`src/rtl/ramp_param_map.vh`:
```
`ifndef RAMP_PARAM_MAP_VH
`define RAMP_PARAM_MAP_VH

// ----------------------------------------
// register offsets (word index on addr)
// ----------------------------------------
`define REG_ACCEL_BASE 5'h00
`define REG_DECEL_BASE 5'h04
`define REG_RESTORE 5'h08
`define REG_LOCK 5'h09
`define REG_RETAIN 5'h0A
`define REG_UNIT 5'h0B
`define REG_BASE_SEL 5'h0C
`define REG_FAN_OPT 5'h0D
`define REG_DECIMALS 5'h0E
`define REG_KEYPAD_SP 5'h0F
`define REG_MAX_FREQ 5'h10
`define REG_DIGITAL_SP 5'h11
`define REG_MOTOR_FREQ 5'h12
`define REG_OUT_FREQ 5'h13
`define REG_RUN_TIME 5'h14
`define REG_PWR_TIME 5'h15
`define REG_ENERGY 5'h16
`define REG_FAULT 5'h17
`define REG_STATUS 5'h18

// ----------------------------------------
// codes and field values
// ----------------------------------------
`define RESTORE_NONE 2'h0
`define RESTORE_FACTORY 2'h1
`define RESTORE_RECORDS 2'h2
`define UNIT_1S 2'h0
`define UNIT_100MS 2'h1
`define UNIT_10MS 2'h2
`define BASE_MAX 2'h0
`define BASE_SET 2'h1
`define BASE_100HZ 2'h2
`define DEC_ONE 2'h1
`define DEC_TWO 2'h2
`define STAT_FAN_BIT 0
`define STAT_RUN_BIT 1
`define STAT_GROUP_LSB 2

// ----------------------------------------
// reset and factory values
// ----------------------------------------
`define DEF_RAMP_TIME 16'h0064
`define DEF_RETAIN 1'b1
`define DEF_UNIT 2'h1
`define DEF_BASE_SEL 2'h0
`define DEF_FAN_OPT 1'b0
`define DEF_DECIMALS 2'h2
`define DEF_FREQ_HZ 16'h0032
`define DEF_MOTOR_FREQ 16'h1388
`define FIXED_BASE_HZ 16'h0064
`define MAX_TIME_COUNT 16'hFDE8
`define TEMP_LIMIT_C 8'h32

// ----------------------------------------
// timing
// ----------------------------------------
`define CLK_HZ 20000000
`define TICK_MS 10
`define TICK_CYCLES (`CLK_HZ / 1000 * `TICK_MS)
`define TICKS_PER_S (1000 / `TICK_MS)
`define FAN_DELAY_S 30
`define FAN_DELAY_TICKS (`FAN_DELAY_S * `TICKS_PER_S)

`endif

```
`src/rtl/ramp_and_param_control.v`:
```
// Added by the designer: the register offsets and the strobed register port.
`timescale 1ns/10ps
`include "ramp_param_map.vh"

// Overview of operation
// - accel time spans zero to base frequency
// - decel time spans base frequency to zero
// - four time pairs picked by terminals
// - restore codes 1/2 act, then clear
// - code 1 reloads defaults, keeps motor/faults
// - code 2 clears faults and totals
// - lock set blocks all writes but lock
// - retention only for digital frequency source
// - retain 0 reloads keypad setpoint at stop
// - retain 1 keeps last setpoint at stop
// - time unit scales counts 1s/0.1s/0.01s
// - base: max, set frequency, or 100 Hz
// - auto fan follows run, 30 s off-delay
// - auto fan also on above 50 degrees
// - fan option 1 runs fan always
// - one or two decimals, rescales frequencies
// - factory restore leaves decimals alone
module ramp_and_param_control #(
   parameter TICK_CYCLES = `TICK_CYCLES,
   parameter FAN_DELAY_TICKS = `FAN_DELAY_TICKS
) (
   // clock, reset, enable
   input wire clk,
   input wire rst,
   input wire ce,
   // register port
   input wire [4:0] addr,
   input wire [15:0] wrData,
   input wire wrStrobe,
   input wire rdStrobe,
   output reg [15:0] rdData_r,
   // drive status from core logic
   input wire runCmd,
   input wire freqSrcDigital,
   input wire [7:0] moduleTemp,
   input wire faultEvent,
   input wire [15:0] faultCode,
   input wire energyPulse,
   // terminal pins
   input wire [1:0] rampGroupPins,
   // outputs
   output wire [15:0] outFreq_r,
   output reg fanOn_r
);

// ----------------------------------------
// helpers
// ----------------------------------------
function [15:0] hzScaled;
   input [15:0] hz;
   input [1:0] dec;
   begin
      hzScaled = (dec == `DEC_ONE) ? hz * 16'h000A : hz * 16'h0064;
   end
endfunction

function [15:0] rescale;
   input [15:0] val;
   input up;
   begin
      rescale = up ? val * 16'h000A : val / 16'h000A;
   end
endfunction

// ----------------------------------------
// parameter store
// ----------------------------------------
reg [15:0] accelTime_r [0:3];
reg [15:0] decelTime_r [0:3];
reg [1:0] restoreCmd_r;
reg writeLock_r;
reg retain_r;
reg [1:0] timeUnit_r;
reg [1:0] baseSel_r;
reg fanOption_r;
reg [1:0] decimals_r;
reg [15:0] keypadSp_r;
reg [15:0] maxFreq_r;
reg [15:0] digitalSp_r;
reg [15:0] motorFreq_r;
reg [15:0] runTime_r;
reg [15:0] pwrTime_r;
reg [15:0] energy_r;
reg [15:0] faultRec_r;
integer i;

// ----------------------------------------
// terminal synchroniser
// ----------------------------------------
reg [1:0] grpS1_r;
reg [1:0] grpS2_r;
reg [1:0] grpS3_r;
reg [1:0] rampGroup_r;

always @(posedge clk)
begin
   if (rst)
   begin
      grpS1_r <= 2'h0;
      grpS2_r <= 2'h0;
      grpS3_r <= 2'h0;
      rampGroup_r <= 2'h0;
   end
   else if (ce)
   begin
      grpS1_r <= rampGroupPins;
      grpS2_r <= grpS1_r;
      grpS3_r <= grpS2_r;
      if (grpS2_r == grpS3_r)
         rampGroup_r <= grpS3_r;
   end
end

// ----------------------------------------
// 10 ms tick and seconds
// ----------------------------------------
reg [23:0] tickCnt_r;
reg [6:0] secCnt_r;
reg tick_r;
wire secPulse = tick_r && (secCnt_r == `TICKS_PER_S - 1);

always @(posedge clk)
begin
   if (rst)
   begin
      tickCnt_r <= 24'h000000;
      secCnt_r <= 7'h00;
      tick_r <= 1'b0;
   end
   else if (ce)
   begin
      tick_r <= (tickCnt_r == TICK_CYCLES - 1);
      if (tickCnt_r == TICK_CYCLES - 1)
         tickCnt_r <= 24'h000000;
      else
         tickCnt_r <= tickCnt_r + 24'h000001;
      if (secPulse)
         secCnt_r <= 7'h00;
      else if (tick_r)
         secCnt_r <= secCnt_r + 7'h01;
   end
end

// ----------------------------------------
// register writes and restore
// ----------------------------------------
reg runPrev_r;
wire wrOk = wrStrobe && (!writeLock_r || addr == `REG_LOCK);
wire decWrite = wrOk && addr == `REG_DECIMALS &&
   (wrData[1:0] == `DEC_ONE || wrData[1:0] == `DEC_TWO) && wrData[1:0] != decimals_r;
wire scaleUp = decWrite && wrData[1:0] == `DEC_TWO;
wire scaleDown = decWrite && wrData[1:0] == `DEC_ONE;
wire stopEdge = runPrev_r && !runCmd;

always @(posedge clk)
begin
   if (rst)
   begin
      for (i = 0; i < 4; i = i + 1)
      begin
         accelTime_r[i] <= `DEF_RAMP_TIME;
         decelTime_r[i] <= `DEF_RAMP_TIME;
      end
      restoreCmd_r <= `RESTORE_NONE;
      writeLock_r <= 1'b0;
      retain_r <= `DEF_RETAIN;
      timeUnit_r <= `DEF_UNIT;
      baseSel_r <= `DEF_BASE_SEL;
      fanOption_r <= `DEF_FAN_OPT;
      decimals_r <= `DEF_DECIMALS;
      keypadSp_r <= hzScaled(`DEF_FREQ_HZ, `DEF_DECIMALS);
      maxFreq_r <= hzScaled(`DEF_FREQ_HZ, `DEF_DECIMALS);
      digitalSp_r <= hzScaled(`DEF_FREQ_HZ, `DEF_DECIMALS);
      motorFreq_r <= `DEF_MOTOR_FREQ;
      runTime_r <= 16'h0000;
      pwrTime_r <= 16'h0000;
      energy_r <= 16'h0000;
      faultRec_r <= 16'h0000;
      runPrev_r <= 1'b0;
   end
   else if (ce)
   begin
      runPrev_r <= runCmd;
      if (secPulse)
         pwrTime_r <= pwrTime_r + 16'h0001;
      if (secPulse && runCmd)
         runTime_r <= runTime_r + 16'h0001;
      if (energyPulse)
         energy_r <= energy_r + 16'h0001;
      if (faultEvent)
         faultRec_r <= faultCode;
      if (stopEdge && freqSrcDigital && !retain_r)
         digitalSp_r <= keypadSp_r;
      // act on pending code, then clear
      if (restoreCmd_r == `RESTORE_FACTORY)
      begin
         for (i = 0; i < 4; i = i + 1)
         begin
            accelTime_r[i] <= `DEF_RAMP_TIME;
            decelTime_r[i] <= `DEF_RAMP_TIME;
         end
         writeLock_r <= 1'b0;
         retain_r <= `DEF_RETAIN;
         timeUnit_r <= `DEF_UNIT;
         baseSel_r <= `DEF_BASE_SEL;
         fanOption_r <= `DEF_FAN_OPT;
         keypadSp_r <= hzScaled(`DEF_FREQ_HZ, decimals_r);
         maxFreq_r <= hzScaled(`DEF_FREQ_HZ, decimals_r);
         digitalSp_r <= hzScaled(`DEF_FREQ_HZ, decimals_r);
      end
      else if (restoreCmd_r == `RESTORE_RECORDS)
      begin
         faultRec_r <= 16'h0000;
         runTime_r <= 16'h0000;
         pwrTime_r <= 16'h0000;
         energy_r <= 16'h0000;
      end
      restoreCmd_r <= `RESTORE_NONE;
      if (wrOk && restoreCmd_r == `RESTORE_NONE)
      begin
         if (addr < `REG_RESTORE)
         begin
            if (wrData <= `MAX_TIME_COUNT)
            begin
               if (addr[2])
                  decelTime_r[addr[1:0]] <= wrData;
               else
                  accelTime_r[addr[1:0]] <= wrData;
            end
         end
         else
         begin
            case (addr)
               `REG_RESTORE:
               begin
                  if (wrData[1:0] == `RESTORE_FACTORY || wrData[1:0] == `RESTORE_RECORDS)
                     restoreCmd_r <= wrData[1:0];
               end
               `REG_LOCK: writeLock_r <= wrData[0];
               `REG_RETAIN: retain_r <= wrData[0];
               `REG_UNIT:
               begin
                  if (wrData[1:0] != 2'h3)
                     timeUnit_r <= wrData[1:0];
               end
               `REG_BASE_SEL:
               begin
                  if (wrData[1:0] != 2'h3)
                     baseSel_r <= wrData[1:0];
               end
               `REG_FAN_OPT: fanOption_r <= wrData[0];
               `REG_DECIMALS:
               begin
                  if (decWrite)
                  begin
                     decimals_r <= wrData[1:0];
                     keypadSp_r <= rescale(keypadSp_r, scaleUp);
                     maxFreq_r <= rescale(maxFreq_r, scaleUp);
                     digitalSp_r <= rescale(digitalSp_r, scaleUp);
                     motorFreq_r <= rescale(motorFreq_r, scaleUp);
                  end
               end
               `REG_KEYPAD_SP: keypadSp_r <= wrData;
               `REG_MAX_FREQ: maxFreq_r <= wrData;
               `REG_DIGITAL_SP: digitalSp_r <= wrData;
               `REG_MOTOR_FREQ: motorFreq_r <= wrData;
               default: ;
            endcase
         end
      end
   end
end

// ----------------------------------------
// ramp generator
// ----------------------------------------
wire [15:0] clampedSp = (digitalSp_r > maxFreq_r) ? maxFreq_r : digitalSp_r;
wire [15:0] target = runCmd ? clampedSp : 16'h0000;
reg [15:0] span;
reg [23:0] unitTicks;
wire [23:0] accelTicks = {8'h00, accelTime_r[rampGroup_r]} * unitTicks;
wire [23:0] decelTicks = {8'h00, decelTime_r[rampGroup_r]} * unitTicks;

always @*
begin
   // span the ramp times refer to
   case (baseSel_r)
      `BASE_MAX: span = maxFreq_r;
      `BASE_SET: span = clampedSp;
      `BASE_100HZ: span = hzScaled(`FIXED_BASE_HZ, decimals_r);
      default: span = maxFreq_r;
   endcase
   // 10 ms ticks per stored count
   case (timeUnit_r)
      `UNIT_1S: unitTicks = 24'h000064;
      `UNIT_100MS: unitTicks = 24'h00000A;
      `UNIT_10MS: unitTicks = 24'h000001;
      default: unitTicks = 24'h00000A;
   endcase
end

ramp_stepper stepper (
   .clk(clk),
   .rst(rst),
   .ce(ce),
   .tick(tick_r),
   .target(target),
   .span(span),
   .accelTicks(accelTicks),
   .decelTicks(decelTicks),
   .scaleUp(scaleUp),
   .scaleDown(scaleDown),
   .freq_r(outFreq_r)
);

// ----------------------------------------
// cooling fan
// ----------------------------------------
reg [15:0] fanDelay_r;

always @(posedge clk)
begin
   if (rst)
   begin
      fanOn_r <= 1'b0;
      fanDelay_r <= 16'h0000;
   end
   else if (ce)
   begin
      if (runCmd)
         fanDelay_r <= FAN_DELAY_TICKS[15:0];
      else if (tick_r && fanDelay_r != 16'h0000)
         fanDelay_r <= fanDelay_r - 16'h0001;
      fanOn_r <= fanOption_r || runCmd || fanDelay_r != 16'h0000 ||
         moduleTemp > `TEMP_LIMIT_C;
   end
end

// ----------------------------------------
// read port
// ----------------------------------------
always @(posedge clk)
begin
   if (rst)
      rdData_r <= 16'h0000;
   else if (ce)
   begin
      if (!rdStrobe)
         rdData_r <= 16'h0000;
      else if (addr < `REG_RESTORE)
         rdData_r <= addr[2] ? decelTime_r[addr[1:0]] : accelTime_r[addr[1:0]];
      else
      begin
         case (addr)
            `REG_RESTORE: rdData_r <= {14'h0000, restoreCmd_r};
            `REG_LOCK: rdData_r <= {15'h0000, writeLock_r};
            `REG_RETAIN: rdData_r <= {15'h0000, retain_r};
            `REG_UNIT: rdData_r <= {14'h0000, timeUnit_r};
            `REG_BASE_SEL: rdData_r <= {14'h0000, baseSel_r};
            `REG_FAN_OPT: rdData_r <= {15'h0000, fanOption_r};
            `REG_DECIMALS: rdData_r <= {14'h0000, decimals_r};
            `REG_KEYPAD_SP: rdData_r <= keypadSp_r;
            `REG_MAX_FREQ: rdData_r <= maxFreq_r;
            `REG_DIGITAL_SP: rdData_r <= digitalSp_r;
            `REG_MOTOR_FREQ: rdData_r <= motorFreq_r;
            `REG_OUT_FREQ: rdData_r <= outFreq_r;
            `REG_RUN_TIME: rdData_r <= runTime_r;
            `REG_PWR_TIME: rdData_r <= pwrTime_r;
            `REG_ENERGY: rdData_r <= energy_r;
            `REG_FAULT: rdData_r <= faultRec_r;
            `REG_STATUS: rdData_r <= {12'h000, rampGroup_r, runCmd, fanOn_r};
            default: rdData_r <= 16'h0000;
         endcase
      end
   end
end

endmodule

```
`src/rtl/ramp_stepper.v`:
```
`timescale 1ns/10ps
`include "ramp_param_map.vh"

module ramp_stepper (
   // clock and control
   input wire clk,
   input wire rst,
   input wire ce,
   input wire tick,
   // ramp inputs
   input wire [15:0] target,
   input wire [15:0] span,
   input wire [23:0] accelTicks,
   input wire [23:0] decelTicks,
   // rescale request
   input wire scaleUp,
   input wire scaleDown,
   // result
   output reg [15:0] freq_r
);

reg [23:0] acc_r;
wire rising = target > freq_r;
wire [23:0] period = rising ? accelTicks : decelTicks;

always @(posedge clk)
begin
   if (rst)
   begin
      freq_r <= 16'h0000;
      acc_r <= 24'h000000;
   end
   else if (ce)
   begin
      if (scaleUp)
      begin
         freq_r <= freq_r * 16'h000A;
         acc_r <= 24'h000000;
      end
      else if (scaleDown)
      begin
         freq_r <= freq_r / 16'h000A;
         acc_r <= 24'h000000;
      end
      else if (freq_r == target)
         acc_r <= 24'h000000;
      else if (period == 24'h000000)
         freq_r <= target;
      // span per period, one count per cycle
      else if (acc_r >= period)
      begin
         acc_r <= acc_r - period;
         freq_r <= rising ? freq_r + 16'h0001 : freq_r - 16'h0001;
      end
      else if (tick)
         acc_r <= acc_r + {8'h00, span};
   end
end

endmodule

```
`config.mk`:
```
export PLATFORM = sky130hd
export DESIGN_NAME = ramp_and_param_control
export DESIGN_NICKNAME = d
export VERILOG_FILES = /design/src/rtl/ramp_and_param_control.v /design/src/rtl/ramp_stepper.v
export VERILOG_INCLUDE_DIRS = /design/src /design/src/rtl
export SDC_FILE = /design/constraint.sdc
export NUM_CORES = 2
export LEC_CHECK = 0
export BUFFER_PORTS_ARGS = -buffer_cell sky130_fd_sc_hd__clkbuf_2
export CAP_MARGIN = 40
export CORE_ASPECT_RATIO = 1.5
export CORE_UTILIZATION = 53
export DETAILED_ROUTE_END_ITERATION = 10
export GPL_TIMING_DRIVEN = 1
export MAX_ROUTING_LAYER = met4
export PLACE_DENSITY_LB_ADDON = 0.12
export SETUP_SLACK_MARGIN = 0.4
export SYNTH_ARGS = -nofsm -noshare
export SYNTH_HDL_FRONTEND = slang
export SYNTH_SLANG_ARGS = --single-unit
```
`constraint.sdc`:
```
create_clock -name clk -period 20.4 [get_ports clk]
set_input_delay 1.02 -clock clk [delete_from_list [all_inputs] [get_ports clk]]
set_output_delay 1.02 -clock clk [all_outputs]
set_load 0.02 [all_outputs]
```
==> results.rst <==
.. list-table::
   :header-rows: 1

   * - Metric
     - Value
   * - Worst Reg-to-Reg Cells
     - 48
   * - Number of instances in the synthesized netlist
     - 5043
   * - Chip Width
     - 229 microns
   * - DR vias
     - 39500
   * - Wire length after detailed routing
     - 149000 microns
   * - Cell type with the highest occurrence count on the critical path
     - sky130_fd_sc_hd__o21a_1
   * - Drt via density
     - 6.58
   * - Post-synthesis sequential area ratio
     - 21.9%
   * - Post-Synthesis Net Count
     - 5543
   * - Cts hold-fix bufs
     - 0
   * - Total Negative Setup Slacks
     - 0 ps
   * - R2R Setup Slk
     - 9790 ps
   * - Final critical-path share of the clock period
     - 52.0%
   * - Standard-cell rows
     - 124
   * - Worst slack at placement
     - 10090 ps
   * - Fraction of registers with async set or reset after synthesis
     - 0%
   * - Iteration-0 DRC Markers
     - 3420
   * - Number of CTS-inserted buffers
     - 42
   * - Antenna violations before repair
     - 13
   * - Worst vdd ir
     - 0.0559 mV
   * - Layout net count
     - 5449
   * - Clock skew after layout
     - 25.9 ps
   * - Register bit total from synthesis
     - 383
   * - Final weighted congestion of routability-driven global placement
     - 1.11
   * - Status
     - finished clean
   * - First-pass GRT wire length
     - 225000 microns
   * - Avg Cell Area, Syn
     - 8.11 sq um
   * - Largest stage delay, worst path
     - 750 ps
   * - Final-report setup violation count
     - 0
   * - Leading register cell type out of synthesis
     - sky130_fd_sc_hd__dfxtp_1
   * - Final hold violations
     - 0
   * - Post-Synthesis Cell Area
     - 40900 sq um
   * - Number of max-slew violations in the final report
     - 0
   * - CTS sink count
     - 383
   * - Highest-delay cell along the critical path
     - sky130_fd_sc_hd__dfxtp_1
   * - R2R Path Start
     - maxFreq_r[3]
   * - Tot GR Track Use
     - 38.5%
   * - CTS clock-pin slew for the worst setup and hold paths
     - 60 ps
   * - Hold-critical path endpoint
     - faultRec_r[0]
   * - Overall die height
     - 342 microns
   * - Clock network latency to the later pin of the worst-skew pair
     - 590 ps
   * - Maximum root-to-sink buffer count
     - 3
   * - Count of yosys warnings during synthesis
     - 0
   * - H-tree lvl count
     - 2
   * - Mean routed wirelength per cell
     - 24.8 microns
   * - Placeable core area
     - 76300 sq um
   * - Final Critical Period
     - 10610 ps
   * - Share of final-layout standard cells stronger than drive strength 1
     - 8.97%
   * - Count of buffers inserted at the top-level ports
     - 88
   * - Die Area
     - 78300 sq um
   * - Smallest hold slack
     - 464 ps
   * - Total power
     - 0.00246 W
   * - Static Leak
     - 18.4 nW
   * - Worst Slack Setup Final
     - 9790 ps
   * - Highest net fanout along the worst path
     - 44
   * - Via count of the first global-routing pass
     - 38000
   * - Synth unique cells
     - 124
   * - Start-to-end type of the worst setup path
     - reg -> reg
   * - Kind of end point of the critical path
     - flop
   * - Congestion Overflow GR
     - 0
   * - Number of instances on the worst hold path
     - 2
   * - Worst hold path class
     - reg -> reg
   * - Number of maximum-capacitance violations
     - 0
   * - Setup repair after global routing missed its margin
     - no
   * - Maximum clock frequency
     - 94.2 MHz
   * - CTS root buf
     - sky130_fd_sc_hd__clkbuf_16
   * - I/O pin total
     - 89
   * - Post CTS Setup Buffer Count
     - 0
   * - P&R area growth vs syn
     - 7.04%
   * - Resize count post-CTS
     - 0
   * - Tightest Pin Transition
     - 1120 ps
   * - Detail Route Antenna Nets
     - 0
   * - Core Util, Final
     - 57.3%
   * - First-pass iteration count of the detailed router
     - 9
   * - Worst EP required
     - 20820 ps
   * - Clock tree from TritonCTS
     - yes
   * - Origin of the worst min-delay path
     - faultRec_r[0]
   * - Power per Cell Area
     - 56.2 nW/um^2
   * - Final HPWL DP
     - 110000 microns
   * - Worst rel slew slack
     - 25.1%
   * - Post-synth EDFFs
     - 128
   * - Initial core utilization
     - 53.6%
   * - Worst EP arrival
     - 11040 ps
   * - Kind of start point of the critical path
     - flop
   * - Number of design rule violations left after detail routing
     - 0
   * - RR Endpoint
     - stepper.acc_r[20]
   * - Largest net degree at the start of global routing
     - 67
## placed cells by master (no fill, tap or decap), types with 88 or more instances in the layout
cell type	instances
sky130_fd_sc_hd__nand2_1	461
sky130_fd_sc_hd__inv_1	301
sky130_fd_sc_hd__mux2i_1	88
sky130_fd_sc_hd__xnor2_1	149
sky130_fd_sc_hd__o21ai_0	247
sky130_fd_sc_hd__a21oi_1	358
sky130_fd_sc_hd__nor2_1	409
sky130_fd_sc_hd__and3_1	90
sky130_fd_sc_hd__ha_1	331
sky130_fd_sc_hd__nor3_1	91
sky130_fd_sc_hd__edfxtp_1	128
sky130_fd_sc_hd__nand3_1	112
sky130_fd_sc_hd__and2_1	124
sky130_fd_sc_hd__dfxtp_1	254
sky130_fd_sc_hd__buf_4	108
sky130_fd_sc_hd__fa_1	112
sky130_fd_sc_hd__a211oi_1	90
## registers in the layout, summed over array words and instances (netlist names), 24 cells and up, named ones only
| signal | cells |
|---|---|
| accelTime_r | 64 |
| decelTime_r | 64 |
| stepper.acc_r | 24 |
| tickCnt_r | 24 |
## cell type report
class | count | area, sq um
clock inverters | 18 | 273
diodes | 13 | 32.5
flip-flops and latches | 383 | 8950
multi-input cells | 3997 | 29400
fillers | 7215 | 32600
well taps | 1008 | 1260
clock buffers | 59 | 1180
repair buffers | 212 | 1480
inverters | 313 | 1180
## worst max path at each step
stage	start	end	slack, ps	cells past startpoint
CTS	maxFreq_r[3]	stepper.acc_r[20]	9990	48
global route	maxFreq_r[3]	stepper.acc_r[23]	9020	49
finish	maxFreq_r[3]	stepper.acc_r[20]	9790	48
global placement	maxFreq_r[3]	stepper.acc_r[20]	10190	48
floorplan	maxFreq_r[1]	stepper.acc_r[20]	11110	51
detailed placement	maxFreq_r[3]	stepper.acc_r[20]	10090	48
## logic make-up (layout without fill, tap and decap cells)
group	Yosys count	after routing	synth area share, %
muxes	167	167	6.13
buffers and inverters	663	602	6.41
DFF	383	383	21.9
and+or+nand+nor	1695	1695	20.5
other	0	13	0
adders and majority gates	449	449	15.8
AOI/OAI and AO/OA	1446	1446	24.1
xor gates and xnor gates	240	240	5.25
## where the power goes
group,switching [W],total [W],internal (W)
sequential,0.0000191,0.000829,0.000810
clock,0.000345,0.000827,0.000482
combinational,0.000500,0.000802,0.000302
## layer usage
| layer | global-route usage, % | wire length, microns |
|---|---|---|
| met1 | 40.4 | 53100 |
| met4 | 29.7 | 13400 |
| met2 | 63.3 | 71300 |
| met5 | - | 0 |
| met3 | 7.97 | 11100 |
## stage by stage
stage,instances,area (sq um)
2_1_floorplan,5043,40900
3_3_place_gp,5890,42000
3_5_place_dp,5908,42200
4_1_cts,5985,43700
5_1_grt,6002,43800
6_report,6003,43800
## critical path: cells and delay by family (launching register included)
family,cells,cell delay [ps]
buffers and inverters,6,1930
and+or+nand+nor,7,760
AOI/OAI and AO/OA,31,5600
DFF,1,750
adders and majority gates,3,1150
muxes,1,200
## synthesized netlist by cell type (112+ instances only)
cell / count / share of area [%]
sky130_fd_sc_hd__a21oi_1: 359 / 4.4
sky130_fd_sc_hd__and2_1: 124 / 1.9
sky130_fd_sc_hd__clkbuf_1: 265 / 2.4
sky130_fd_sc_hd__dfxtp_1: 255 / 12
sky130_fd_sc_hd__edfxtp_1: 128 / 9.4
sky130_fd_sc_hd__fa_1: 112 / 5.5
sky130_fd_sc_hd__ha_1: 332 / 10
sky130_fd_sc_hd__inv_1: 303 / 2.8
sky130_fd_sc_hd__nand2_1: 461 / 4.2
sky130_fd_sc_hd__nand3_1: 112 / 1.4
sky130_fd_sc_hd__nor2_1: 415 / 3.8
sky130_fd_sc_hd__o21ai_0: 248 / 3.0
sky130_fd_sc_hd__xnor2_1: 149 / 3.2
(Power assumes the default switching activity.)
